File: src/common/can_bridge_pkg.sv
/*
 Constants for the serial/CAN bridge: the configuration word layout, the
 power-up defaults, the terminator codes, the byte limits and the receive states.
 Assumes the speed codes are decoded by the serial and CAN controllers outside.
*/
package can_bridge_pkg;
	localparam int ID_W = 29;
	localparam logic [28:0] STD_ID_MASK = 29'h00007ff;
	localparam logic [28:0] EXT_ID_MASK = 29'h1fffffff;
	// configuration word layout
	localparam int F_BAUD_LSB = 0;
	localparam int F_DATA_LSB = 4;
	localparam int F_STOP = 8;
	localparam int F_PARITY_LSB = 9;
	localparam int F_CHECKSUM = 11;
	localparam int F_ERR_RESP = 12;
	localparam int F_EXT = 13;
	localparam int F_CAN_BAUD_LSB = 14;
	localparam int F_CODE_LSB = 18;
	localparam int F_MASK_LSB = 47;
	localparam int F_PAIR = 76;
	localparam int F_TERM_LSB = 77;
	localparam int F_PAIR_ID_LSB = 80;
	localparam int F_RESP_ID = 109;
	localparam int CFG_W = 110;
	// speed codes as understood by the outside controllers
	localparam logic [3:0] SER_BAUD_115200 = 4'h9;
	localparam logic [3:0] DATA_BITS_8 = 4'h8;
	localparam logic [3:0] CAN_BAUD_125K = 4'h3;
	localparam logic [28:0] PAIR_ID_DEFAULT = 29'h0000001;
	localparam logic [CFG_W-1:0] CFG_DEFAULT =
		(CFG_W'(SER_BAUD_115200) << F_BAUD_LSB) |
		(CFG_W'(DATA_BITS_8) << F_DATA_LSB) |
		(CFG_W'(CAN_BAUD_125K) << F_CAN_BAUD_LSB) |
		(CFG_W'(PAIR_ID_DEFAULT) << F_PAIR_ID_LSB);
	// end-of-command choices
	localparam logic [2:0] TERM_NONE = 3'h0;
	localparam logic [2:0] TERM_RETURN = 3'h1;
	localparam logic [2:0] TERM_LINEFEED = 3'h2;
	localparam logic [2:0] TERM_RETURN_THEN_LINEFEED = 3'h3;
	localparam logic [2:0] TERM_LINEFEED_THEN_RETURN = 3'h4;
	localparam logic [7:0] CHAR_RETURN = 8'h0d;
	localparam logic [7:0] CHAR_LINEFEED = 8'h0a;
	localparam int FRAME_BYTES = 8;
	localparam int HOLD_DEPTH = 72;
	localparam int HOLD_AW = 7;
	localparam int PAIR_IDLE_CYCLES = 400;
	typedef enum logic [2:0] {
		RX_IDLE = 3'b001,
		RX_DATA = 3'b010,
		RX_DUMP = 3'b100
	} rx_state_e;
endpackage

File: src/pair_byte_store.sv
/*
 Byte store that holds received pair-mode bytes until the end character.
 Assumes one write and one read port on the same clock; read data is registered.
*/
`timescale 1ns/1ps
module pair_byte_store #(
	parameter int DEPTH = 72,
	parameter int AW = 7
) (
	input wire logic mclk,
	input wire logic wr_en,
	input wire logic [AW-1:0] wr_addr,
	input wire logic [7:0] wr_data,
	input wire logic rd_en,
	input wire logic [AW-1:0] rd_addr,
	output logic [7:0] rd_data
);
	logic [7:0] mem [DEPTH];

	always_ff @(posedge mclk) begin
		if (wr_en) begin
			mem[wr_addr] <= wr_data;
		end
	end

	always_ff @(posedge mclk) begin
		if (rd_en) begin
			rd_data <= mem[rd_addr];
		end
	end
endmodule

File: src/can_serial_bridge.sv
/*
 Serial/CAN bridge core: acceptance filter, pair-connection byte mapping in both
 directions, error reply request, configuration set with defaults and store.
 Assumes CAN and serial framing, command parsing and the nonvolatile memory sit
 outside and talk through valid/ready handshakes.
*/
`timescale 1ns/1ps
module can_serial_bridge #(
	parameter int IDLE_FLUSH_CYCLES = can_bridge_pkg::PAIR_IDLE_CYCLES,
	parameter logic [7:0] ERROR_CODE_BYTE = 8'h3f
) (
	input wire logic mclk,
	input wire logic rst_n,
	input wire logic init_switch,
	input wire logic cfg_load,
	input wire logic [can_bridge_pkg::CFG_W-1:0] cfg_wdata,
	input wire logic restore_defaults,
	input wire logic store_request,
	output logic [can_bridge_pkg::CFG_W-1:0] cfg_q,
	input wire logic nv_rd_valid,
	input wire logic [can_bridge_pkg::CFG_W-1:0] nv_rd_data,
	output logic nv_wr_valid,
	input wire logic nv_wr_ready,
	output logic [can_bridge_pkg::CFG_W-1:0] nv_wr_data,
	output logic [3:0] ser_baud_sel,
	output logic checksum_enable,
	input wire logic rx_valid,
	output logic rx_ready,
	input wire logic rx_extended,
	input wire logic [28:0] rx_id,
	input wire logic [3:0] rx_dlc,
	input wire logic [63:0] rx_data,
	output logic fwd_valid,
	input wire logic fwd_ready,
	output logic fwd_extended,
	output logic [28:0] fwd_id,
	output logic [3:0] fwd_dlc,
	output logic [63:0] fwd_data,
	input wire logic ser_rx_valid,
	output logic ser_rx_ready,
	input wire logic [7:0] ser_rx_data,
	output logic cmd_valid,
	input wire logic cmd_ready,
	output logic [7:0] cmd_data,
	input wire logic cmd_error,
	output logic ser_tx_valid,
	input wire logic ser_tx_ready,
	output logic [7:0] ser_tx_data,
	output logic can_tx_valid,
	input wire logic can_tx_ready,
	output logic can_tx_extended,
	output logic [28:0] can_tx_id,
	output logic [3:0] can_tx_dlc,
	output logic [63:0] can_tx_data
);
	function automatic logic term_hit(input logic [2:0] t, input logic [7:0] p, input logic [7:0] c);
		case (t)
			can_bridge_pkg::TERM_RETURN: term_hit = (c == can_bridge_pkg::CHAR_RETURN);
			can_bridge_pkg::TERM_LINEFEED: term_hit = (c == can_bridge_pkg::CHAR_LINEFEED);
			can_bridge_pkg::TERM_RETURN_THEN_LINEFEED: term_hit = (p == can_bridge_pkg::CHAR_RETURN) &&
				(c == can_bridge_pkg::CHAR_LINEFEED);
			can_bridge_pkg::TERM_LINEFEED_THEN_RETURN: term_hit = (p == can_bridge_pkg::CHAR_LINEFEED) &&
				(c == can_bridge_pkg::CHAR_RETURN);
			default: term_hit = 1'b0;
		endcase
	endfunction

	can_bridge_pkg::rx_state_e state_q;
	logic init_q, init_seen_q;
	logic fwd_valid_q, err_pend_q, rd_pend_q, ser_tx_valid_q, cmd_valid_q, can_tx_valid_q;
	logic [95:0] q_q, q_c;
	logic [3:0] qn_q, qn_c, dlc_c, tx_cnt_q;
	logic [7:0] last_q, tx_last_q, mem_rd;
	logic [6:0] wcnt_q, rptr_q;
	logic [31:0] id32, id_be;
	logic [2:0] pre;
	logic [15:0] idle_q;

	wire pair = cfg_q[can_bridge_pkg::F_PAIR];
	wire ext_mode = cfg_q[can_bridge_pkg::F_EXT];
	wire err_resp = cfg_q[can_bridge_pkg::F_ERR_RESP];
	wire [2:0] term = cfg_q[can_bridge_pkg::F_TERM_LSB +: 3];
	wire [28:0] code = cfg_q[can_bridge_pkg::F_CODE_LSB +: can_bridge_pkg::ID_W];
	wire [28:0] mask = cfg_q[can_bridge_pkg::F_MASK_LSB +: can_bridge_pkg::ID_W];
	wire [28:0] pair_id = cfg_q[can_bridge_pkg::F_PAIR_ID_LSB +: can_bridge_pkg::ID_W];
	wire resp_id = pair && cfg_q[can_bridge_pkg::F_RESP_ID];
	wire term_on = pair && (term != can_bridge_pkg::TERM_NONE);
	wire [28:0] id_width = ext_mode ? can_bridge_pkg::EXT_ID_MASK : can_bridge_pkg::STD_ID_MASK;
	// only masked positions within the identifier width are compared, and every one of them must match
	wire accept = (((rx_id ^ code) & mask & id_width) == 29'h0);
	wire take = rx_valid && rx_ready && accept;
	wire out_free = !ser_tx_valid_q || ser_tx_ready;
	wire [7:0] cur = q_q[7:0];
	wire data_step = (state_q == can_bridge_pkg::RX_DATA) && (term_on || out_free);
	wire flush_hold = term_on && (term_hit(term, last_q, cur) || wcnt_q == 7'(can_bridge_pkg::HOLD_DEPTH - 1));
	wire rd_en = (state_q == can_bridge_pkg::RX_DUMP) && !rd_pend_q && (rptr_q != wcnt_q);
	wire send_dump = (state_q == can_bridge_pkg::RX_DUMP) && rd_pend_q && out_free;
	wire send_direct = data_step && !term_on;
	wire send_err = err_pend_q && out_free && !send_dump && !send_direct;
	wire ser_take = ser_rx_valid && ser_rx_ready;
	wire tx_full = (tx_cnt_q == 4'(can_bridge_pkg::FRAME_BYTES - 1));
	wire tx_term = term_on && term_hit(term, tx_last_q, ser_rx_data);
	wire idle_flush = !can_tx_valid_q && (tx_cnt_q != 4'h0) && (idle_q == 16'(IDLE_FLUSH_CYCLES - 1));

	assign rx_ready = (state_q == can_bridge_pkg::RX_IDLE) && !fwd_valid_q;
	assign fwd_valid = fwd_valid_q;
	assign ser_tx_valid = ser_tx_valid_q;
	assign cmd_valid = cmd_valid_q;
	assign can_tx_valid = can_tx_valid_q;
	assign ser_rx_ready = pair ? !can_tx_valid_q : (!cmd_valid_q || cmd_ready);
	assign ser_baud_sel = init_q ? can_bridge_pkg::SER_BAUD_115200 : cfg_q[can_bridge_pkg::F_BAUD_LSB +: 4];
	// the parser outside verifies the trailing checksum the host must append
	assign checksum_enable = cfg_q[can_bridge_pkg::F_CHECKSUM];

	// the switch is a strap: caught once, on the first edge after reset release
	always_ff @(posedge mclk) begin
		if (!rst_n) begin
			init_q <= 1'b0;
			init_seen_q <= 1'b0;
		end else if (!init_seen_q) begin
			init_q <= init_switch;
			init_seen_q <= 1'b1;
		end
	end

	always_ff @(posedge mclk) begin
		if (!rst_n) begin
			cfg_q <= can_bridge_pkg::CFG_DEFAULT;
		end else if (restore_defaults) begin
			cfg_q <= can_bridge_pkg::CFG_DEFAULT;
		end else if (cfg_load) begin
			cfg_q <= cfg_wdata;
		end else if (nv_rd_valid) begin
			cfg_q <= nv_rd_data;
		end
	end

	always_ff @(posedge mclk) begin
		if (!rst_n) begin
			nv_wr_valid <= 1'b0;
			nv_wr_data <= '0;
		end else if (store_request && !nv_wr_valid) begin
			nv_wr_valid <= 1'b1;
			nv_wr_data <= cfg_q;
		end else if (nv_wr_ready) begin
			nv_wr_valid <= 1'b0;
		end
	end

	// frame bytes queued lowest first: optional id bytes, then the data field
	always_comb begin
		id32 = {3'b000, rx_id};
		dlc_c = (rx_dlc > 4'd8) ? 4'd8 : rx_dlc;
		if (!resp_id) begin
			pre = 3'd0;
			id_be = 32'h0;
		end else if (rx_extended) begin
			pre = 3'd4;
			id_be = {id32[7:0], id32[15:8], id32[23:16], id32[31:24]};
		end else begin
			pre = 3'd2;
			id_be = {16'h0, id32[7:0], 5'h00, id32[10:8]};
		end
		q_c = ({32'h0, rx_data} << {pre, 3'b000}) | {64'h0, id_be};
		qn_c = {1'b0, pre} + dlc_c;
	end

	always_ff @(posedge mclk) begin
		if (!rst_n) begin
			fwd_valid_q <= 1'b0;
			fwd_extended <= 1'b0;
			fwd_id <= '0;
			fwd_dlc <= '0;
			fwd_data <= '0;
		end else if (take && !pair) begin
			fwd_valid_q <= 1'b1;
			fwd_extended <= rx_extended;
			fwd_id <= rx_id;
			fwd_dlc <= rx_dlc;
			fwd_data <= rx_data;
		end else if (fwd_ready) begin
			fwd_valid_q <= 1'b0;
		end
	end

	always_ff @(posedge mclk) begin
		if (!rst_n) begin
			state_q <= can_bridge_pkg::RX_IDLE;
			q_q <= '0;
			qn_q <= '0;
			last_q <= '0;
			wcnt_q <= '0;
			rptr_q <= '0;
			rd_pend_q <= 1'b0;
		end else begin
			unique case (state_q)
				can_bridge_pkg::RX_IDLE: begin
					if (take && pair && qn_c != 4'h0) begin
						q_q <= q_c;
						qn_q <= qn_c;
						state_q <= can_bridge_pkg::RX_DATA;
					end
				end
				can_bridge_pkg::RX_DATA: begin
					if (data_step) begin
						q_q <= q_q >> 8;
						qn_q <= qn_q - 4'h1;
						last_q <= cur;
						if (term_on) begin
							wcnt_q <= wcnt_q + 7'h1;
						end
						if (flush_hold) begin
							state_q <= can_bridge_pkg::RX_DUMP;
						end else if (qn_q == 4'h1) begin
							state_q <= can_bridge_pkg::RX_IDLE;
						end
					end
				end
				can_bridge_pkg::RX_DUMP: begin
					if (rd_en) begin
						rd_pend_q <= 1'b1;
					end else if (send_dump) begin
						rd_pend_q <= 1'b0;
						rptr_q <= rptr_q + 7'h1;
					end else if (!rd_pend_q) begin
						// whole held message is out; resume any bytes left in the frame
						wcnt_q <= '0;
						rptr_q <= '0;
						last_q <= '0;
						state_q <= (qn_q != 4'h0) ? can_bridge_pkg::RX_DATA : can_bridge_pkg::RX_IDLE;
					end
				end
			endcase
		end
	end

	pair_byte_store #(
		.DEPTH(can_bridge_pkg::HOLD_DEPTH),
		.AW(can_bridge_pkg::HOLD_AW)
	) u_hold (
		.mclk(mclk),
		.wr_en(data_step && term_on),
		.wr_addr(wcnt_q),
		.wr_data(cur),
		.rd_en(rd_en),
		.rd_addr(rptr_q),
		.rd_data(mem_rd)
	);

	always_ff @(posedge mclk) begin
		if (!rst_n) begin
			ser_tx_valid_q <= 1'b0;
			ser_tx_data <= '0;
		end else if (send_dump) begin
			ser_tx_valid_q <= 1'b1;
			ser_tx_data <= mem_rd;
		end else if (send_direct) begin
			ser_tx_valid_q <= 1'b1;
			ser_tx_data <= cur;
		end else if (send_err) begin
			ser_tx_valid_q <= 1'b1;
			ser_tx_data <= ERROR_CODE_BYTE;
		end else if (ser_tx_ready) begin
			ser_tx_valid_q <= 1'b0;
		end
	end

	// a new error in the cycle of the reply still leaves one pending
	always_ff @(posedge mclk) begin
		if (!rst_n) begin
			err_pend_q <= 1'b0;
		end else begin
			err_pend_q <= (err_pend_q && !send_err) || (cmd_error && err_resp && !pair);
		end
	end

	always_ff @(posedge mclk) begin
		if (!rst_n) begin
			cmd_valid_q <= 1'b0;
			cmd_data <= '0;
		end else if (ser_take && !pair) begin
			cmd_valid_q <= 1'b1;
			cmd_data <= ser_rx_data;
		end else if (cmd_ready) begin
			cmd_valid_q <= 1'b0;
		end
	end

	// pair transmit: fills a data field, sent when full, at the end character or after a pause
	always_ff @(posedge mclk) begin
		if (!rst_n) begin
			can_tx_valid_q <= 1'b0;
			can_tx_extended <= 1'b0;
			can_tx_id <= '0;
			can_tx_dlc <= '0;
			can_tx_data <= '0;
			tx_cnt_q <= '0;
			tx_last_q <= '0;
			idle_q <= '0;
		end else begin
			if (can_tx_valid_q && can_tx_ready) begin
				can_tx_valid_q <= 1'b0;
			end
			if (ser_take && pair) begin
				can_tx_data[{tx_cnt_q[2:0], 3'b000} +: 8] <= ser_rx_data;
				tx_last_q <= ser_rx_data;
				idle_q <= '0;
				if (tx_full || tx_term) begin
					can_tx_valid_q <= 1'b1;
					can_tx_dlc <= tx_cnt_q + 4'h1;
					can_tx_id <= pair_id & id_width;
					can_tx_extended <= ext_mode;
					tx_cnt_q <= '0;
				end else begin
					tx_cnt_q <= tx_cnt_q + 4'h1;
				end
			end else if (idle_flush) begin
				can_tx_valid_q <= 1'b1;
				can_tx_dlc <= tx_cnt_q;
				can_tx_id <= pair_id & id_width;
				can_tx_extended <= ext_mode;
				tx_cnt_q <= '0;
				idle_q <= '0;
			end else if (tx_cnt_q != 4'h0 && !can_tx_valid_q) begin
				idle_q <= idle_q + 16'h1;
			end
		end
	end
endmodule

File: config.mk
export PLATFORM = sky130hd
export DESIGN_NAME = can_serial_bridge
export DESIGN_NICKNAME = d
export VERILOG_FILES = /design/src/common/can_bridge_pkg.sv /design/src/pair_byte_store.sv /design/src/can_serial_bridge.sv
export SDC_FILE = /design/constraint.sdc
export NUM_CORES = 2
export LEC_CHECK = 0
export CORE_UTILIZATION = 25
export CTS_CLUSTER_SIZE = 40
export DETAILED_ROUTE_END_ITERATION = 10
export DONT_BUFFER_PORTS = 1
export PLACE_DENSITY = 0.46
export SLEW_MARGIN = 20
export SYNTH_ARGS = -nofsm -noshare
export SYNTH_HDL_FRONTEND = slang
export SYNTH_HIERARCHICAL = 1
export SYNTH_SLANG_ARGS = --single-unit
File: constraint.sdc
create_clock -name mclk -period 8.9 [get_ports mclk]
set_input_delay 0.89 -clock mclk [delete_from_list [all_inputs] [get_ports mclk]]
set_output_delay 0.89 -clock mclk [all_outputs]
set_load 0.005 [all_outputs]
# Word level (Yosys, flattened, before mapping)
# Memory sizes are Yosys's and may differ from the RTL's. A register that Yosys moved wholly into a read port is not among the register bits.
# Index checks and enable logic that the tools add are counted.
[totals] register_bits=594 mem_bits_rw=576 input_bits=341 output_inout_bits=444 memories=1
[classes] add_sub_neg=7 magnitude_cmp=1 n_eq_ne=29 shifts=3 n_mux=74 bitwise_logic=7 reduce_logical=75
[mem_list] name="u_hold.mem" words=72 word_bits=8 read_ports=1 rd_ports_with_merged_regs=1 write_ports=1 line_no="pair_byte_store.sv:18" rtl="logic [7:0] mem [DEPTH];"
[op_table] operator="110-bit two-way mux" count=2
[op_table] operator="96-bit two-way mux" count=2
[op_table] operator="96-bit one-hot mux with 2 select lines" count=1
[op_table] operator="29-bit two-way mux" count=4
[op_table] operator="96-bit by 32-bit OR with 96-bit output" count=1
[op_table] operator="64-bit by 6-bit << shifter with 96-bit output" count=1
[op_table] operator="29-bit bitwise AND" count=3
[op_table] operator="64-bit bitwise mux" count=1
[op_table] operator="8-bit by 4-bit equality test with 1-bit output (second input constant)" count=8
[op_table] operator="32-bit two-way mux" count=2
[op_table] operator="8-bit by 8-bit variable shift with 64-bit output (first input constant)" count=1
[op_table] operator="8-bit by 8-bit variable part select with 64-bit output" count=1
[op_table] operator="8-bit two-way mux" count=7
[op_table] operator="7-bit two-way mux" count=6
[op_table] operator="4-bit two-way mux" count=10
[op_table] operator="1-bit logical AND" count=34
[op_table] operator="29-bit zero test" count=1
[op_table] operator="29-bit XOR" count=1
[op_table] operator="3-bit two-way mux" count=9
[op_table] operator="1-bit two-way mux" count=23
[op_table] operator="16-bit by 1-bit adder with 16-bit output (second input constant)" count=1
[op_table] operator="16-bit by 9-bit equality test with 1-bit output (second input constant)" count=1
[op_table] operator="8-bit one-hot mux with 2 select lines" count=1
[op_table] operator="2-bit nonzero test" count=8
[op_table] operator="32 further kinds" count=67

# Longest topological paths before layout
[logic_depth] ltp_word=10 mapped_depth=15

# Hierarchy
# The synthesis kept the hierarchy.
[modules_own_cells] module="can_serial_bridge" n_inst=1 cells_per_inst=3231 area_each_um2=26596.8
[modules_own_cells] module="pair_byte_store" n_inst=1 cells_per_inst=1026 area_each_um2=22708.0

# Worst setup path after synthesis
# OpenSTA, ideal clock, no wires.
[synth_timing] kind="input to register" startpoint="input port rx_extended" endpoint="register q_q[82]" arrival_time_ps=3651 setup_slack_ps=5153 cell_stages=12 path_buffers=4 path_cell_list="clkbuf_1 -> buf_2 -> buf_1 -> nor2_1 -> ha_1 -> inv_1 -> fa_1 -> a31o_2 -> nor4_2 -> a21oi_1 -> clkbuf_1 -> a221oi_1"
[synth_via] elab_chain_len=7
[synth_rtl] element="start, declared" line_no="can_serial_bridge.sv:29" rtl="input wire logic rx_extended,"
[synth_rtl] element="3-bit two-way mux (*)" line_no="can_serial_bridge.sv:157" rtl="end else if (rx_extended) begin"
[synth_rtl] element="3-bit two-way mux (*)" line_no="can_serial_bridge.sv:154" rtl="if (!resp_id) begin"
[synth_rtl] element="3-bit by 4-bit adder with 4-bit output" line_no="can_serial_bridge.sv:165" rtl="qn_c = {1'b0, pre} + dlc_c;"
[synth_rtl] element="4-bit nonzero test" line_no="can_serial_bridge.sv:198" rtl="if (take && pair && qn_c != 4'h0) begin"
[synth_rtl] element="1-bit logical AND" line_no="can_serial_bridge.sv:198"
[synth_rtl] element="2-bit by 1-bit != test with 1-bit output (no line)"
[synth_rtl] element="3-bit AND reduction (no line)"
[synth_rtl] element="end signal, assigned" line_no="can_serial_bridge.sv:199" rtl="q_q <= q_c;"
[synth_rtl] element="end signal, assigned" line_no="can_serial_bridge.sv:206" rtl="q_q <= q_q >> 8;"
[synth_rtl] element="end, declared" line_no="can_serial_bridge.sv:71" rtl="logic [95:0] q_q, q_c;"
# Mark *: on every way between the ends. The rest lies on a longest branch, timed or not. The select of a mux whose other input is x is not followed.
# A chain may end at the register's enable or synchronous reset.

# Worst setup path in the final report
[layout_timing] startpoint="register cfg_q[109] (netlist bit)" endpoint="register q_q[17]"
[layout_via] elab_chain_len=7
[layout_rtl] element="start, declared" line_no="can_serial_bridge.sv:19" rtl="output logic [can_bridge_pkg::CFG_W-1:0] cfg_q,"
[layout_rtl] element="start signal, assigned" line_no="can_serial_bridge.sv:128" rtl="cfg_q <= can_bridge_pkg::CFG_DEFAULT;"
[layout_rtl] element="start signal, assigned" line_no="can_serial_bridge.sv:130" rtl="cfg_q <= can_bridge_pkg::CFG_DEFAULT;"
[layout_rtl] element="start signal, assigned" line_no="can_serial_bridge.sv:132" rtl="cfg_q <= cfg_wdata;"
[layout_rtl] element="1-bit logical AND (*)" line_no="can_serial_bridge.sv:86" rtl="wire resp_id = pair && cfg_q[can_bridge_pkg::F_RESP_ID];"
[layout_rtl] element="3-bit two-way mux" line_no="can_serial_bridge.sv:154"
[layout_rtl] element="3-bit by 4-bit adder with 4-bit output" line_no="can_serial_bridge.sv:165"
[layout_rtl] element="4-bit nonzero test" line_no="can_serial_bridge.sv:198"
[layout_rtl] element="1-bit logical AND" line_no="can_serial_bridge.sv:198"
[layout_rtl] element="2-bit by 1-bit != test with 1-bit output (no line)"
[layout_rtl] element="3-bit AND reduction (no line)"
# Marked as above.

==> metrics <==
MaxCap Viol Count=0; die area=0.1990 mm2; # clock sinks=1,178; Synth Flop Type=dfxtp_1; fillers=~20,000; ys async rst share=0; worst reg2reg path startpoint=cfg_q[109]; max-slew violations=roughly 180; first-pass GRT wire length=266,600 um; Initial Utilization=0.2523; vias in the first global route=31,880; drt drc=0; syn nets=4,609; Crit Path Max Fanout=72; Hold Buf Count CTS=0; Rel. slew slack=-0.1454; Pleak=18.78 nW; top cells by area, synth=edfxtp_1, dfxtp_1, mux2i_1; Worst Reg-to-Reg Cells=12; PostCTS Resize Cnt=0; Setup crit end kind=register; violated checks=max-slew violations; Placer Congestion=0.8753; FMAX=217.4 MHz; I/O pins=slightly below 800; final hold violation count=0; number of buffers added on ports=0; Setup violations, final=0; Worst Path Class, Setup=register to register; Synth Warn #=6; WL/cell=about 28 um; crit share post-route=0.5169; Worst-Margin Slew=about 1.7 ns; Netlist cell types=73; Via Count=34,350; R2R setup slack=4.30 ns; layout cell share with drive strength beyond 1=0.1132; Worst setup SP type=register; total CTS buffers=132; clock latency on the worst-skew pair=0.78 ns; Multi-input gate area=0.01817 mm2; cell taking the most area after synthesis=edfxtp_1; std cell rows=162; worst vdd ir=0.1731 mV; die width=446.1 um; RSZ-0062 raised after global routing=false; Hold Crit Start=cfg_wdata[3]; Max Root-Sink Buffers=3; first drt pass iteration count=8; GR Util All Layers=0.1904; Area Overhead vs Synth=14.10%; clk root buf=clkbuf_16; Hold Path Stages=2; H-tree lvl count=4; Mapped Area=between 0.04 and 0.05 mm2; DP HPWL=roughly 140,000 um; Hold Path End=cfg_q[3]; power per standard cell area=approximately 220 mW/mm2; Layout Nets=4,498; Mapped Avg Cell Area=about 12 um2; clock skew=approximately 0.028 ns; antenna viol nets, final=0; Reg area=0.02945 mm2; CP arrival=5.21 ns; Worst R2R End=q_q[17]; Seq/Total Area, Yosys=0.5969; number of synthesized register bits=1,178; Die H=approximately 450 um; EDFF count, synth=584; Synth Instances=around 4,300; Total Wirelength=196,200 um; Core ar.=a little under 0.2 mm2; global route overflow=0; initial antenna violation count=25; TritonCTS clock tree=yes; Final min period=4.600 ns; Core Util, Final=0.2879; clk slew on worst S/H paths=0.06 ns; vias per cell=about 5.0; initial drt markers=3,621; Crit path required time=9.51 ns; outcome=complete, but fails checks; largest net degree at the start of global routing=324; share of the synthesized area in the top cell type=0.3557; Fin Setup TNS=0 ns; worst hold path class=primary input to register; Setup Buffers After CTS=0
## cell usage after synthesis, drive strengths merged, types with 4 or more instances
cell,count
or3,7
nor4,11
buf,88
or4,4
or2,7
nor3,30
o221ai,6
inv,107
nand4,19
mux2,21
and3,13
a22oi,27
o41ai,5
nand3,92
edfxtp,584
xnor2,12
nor3b,4
o2111ai,4
clkbuf,222
nor2,419
nand2b,36
ha,10
and2,5
a21oi,328
a32oi,8
a211oi,8
dfxtp,594
nand3b,5
a221oi,97
xor2,43
mux4,152
o211ai,65
a31oi,8
nor2b,18
mux2i,377
o21ai,176
nand2,612
## layout by cell type (no fill, tap or decap), types with 9 or more instances in the layout
cell type / netlist / final
mux2i_1: 377 / 377
nor2b_1: 18 / 17
mux4_2: 150 / 150
edfxtp_1: 584 / 584
and3_1: 13 / 13
xor2_1: 43 / 43
clkbuf_1: 222 / 26
a22oi_1: 27 / 27
mux2_2: 21 / 21
nand2b_1: 36 / 34
a221oi_1: 96 / 96
nor4_1: 10 / 10
clkbuf_8: 0 / 9
inv_1: 107 / 106
nor3_1: 27 / 25
nand3_1: 92 / 92
clkinv_1: 0 / 11
clkbuf_16: 0 / 135
clkinv_2: 0 / 19
o211ai_1: 65 / 65
dfxtp_1: 594 / 581
o21ai_0: 170 / 169
diode_2: 0 / 21
xnor2_1: 12 / 12
buf_4: 27 / 64
nand2_1: 612 / 611
dfxtp_2: 0 / 11
a21oi_1: 328 / 327
nor2_1: 418 / 418
ha_1: 10 / 10
nand4_1: 19 / 19
bufinv_16: 0 / 11
## stage by stage
step	std cells	setup slack [ns]	total power, mW	area, um2	hold WS, ns
floorplan	4257	5.153	6.448	49300	0.4269
global placement	6636	4.354	6.647	51810	0.4348
detailed placement	6636	4.313	6.654	51810	0.4425
CTS	6873	4.297	12.27	56210	0.1541
global route	6883	4.016	12.52	56230	0.1654
finish	6894	4.300	12.14	56260	0.2339
## cell type report
| cell class | instances | area share |
|---|---|---|
| Inverter | 107 | 0.007272 |
| Sequential cell | 1178 | 0.5235 |
| Antenna cell | 21 | 0.0009341 |
| Multi-Input combinational cell | 2662 | 0.3229 |
| Clock buffer | 170 | 0.06398 |
| Clock inverter | 67 | 0.01414 |
| Timing Repair Buffer | 65 | 0.008896 |
| Tap cell | 2624 | 0.05836 |
## registers in the layout, indices dropped and copies added (netlist names), 4 cells and up
register	cells
u_hold/mem	576
cfg_q	110
nv_wr_data	110
q_q	96
can_tx_data	64
fwd_data	64
can_tx_id	29
fwd_id	29
idle_q	16
cmd_data	8
last_q	8
ser_tx_data	8
tx_last_q	8
u_hold/rd_data	8
rptr_q	7
wcnt_q	7
can_tx_dlc	4
fwd_dlc	4
qn_q	4
tx_cnt_q	4
## critical path, cell delays in order (launching register included)
cell and delay (ns):
dfxtp_1 0.93, nand2_4 0.47, nor2_1 0.21, ha_1 0.20, inv_1 0.07, fa_1 0.40, nand2b_1 0.10, o21ai_0 0.07
a31o_2 0.30, nor3_2 0.22, buf_4 0.38, buf_4 0.77, a221oi_1 0.19
## worst max-delay path by stage
stage / start / to / cells after the start
6_report: cfg_q[109] / q_q[17] / 12
5_1_grt: cfg_q[109] / q_q[11] / 12
4_1_cts: cfg_q[109] / q_q[17] / 12
3_5_place_dp: cfg_q[109] / q_q[17] / 12
3_3_place_gp: cfg_q[109] / q_q[81] / 12
2_1_floorplan: rx_extended / q_q[82] / 12
## where the power goes
group          leakage (nW)  internal (mW)  switching (mW)  total [mW]
logic                  6.22          0.211           0.369       0.580
clock network          2.14           3.22            2.37        5.59
registers              10.4           5.80           0.170        5.97
total                  18.8           9.23            2.91        12.1
## per-layer routing
layer / global-route usage / up-vias / part of all wire
li1: - / 15260 / -
met1: 0.2189 / 17310 / 0.38
met2: 0.3097 / 1397 / 0.48
met3: 0.04814 / 366 / 0.071
met4: 0.1326 / 8 / 0.072
met5: 0 / - / 0.00028
## logic make-up after synthesis
kind of cell,share of synthesized area
muxes,0.1509
xor gates and xnor gates,0.009770
buffers and inverters,0.03634
adders and majority gates,0.002944
and+or+nand+nor,0.1111
DFF,0.5969
AOI/OAI and AO/OA,0.09209
(Power assumes the default switching activity.)
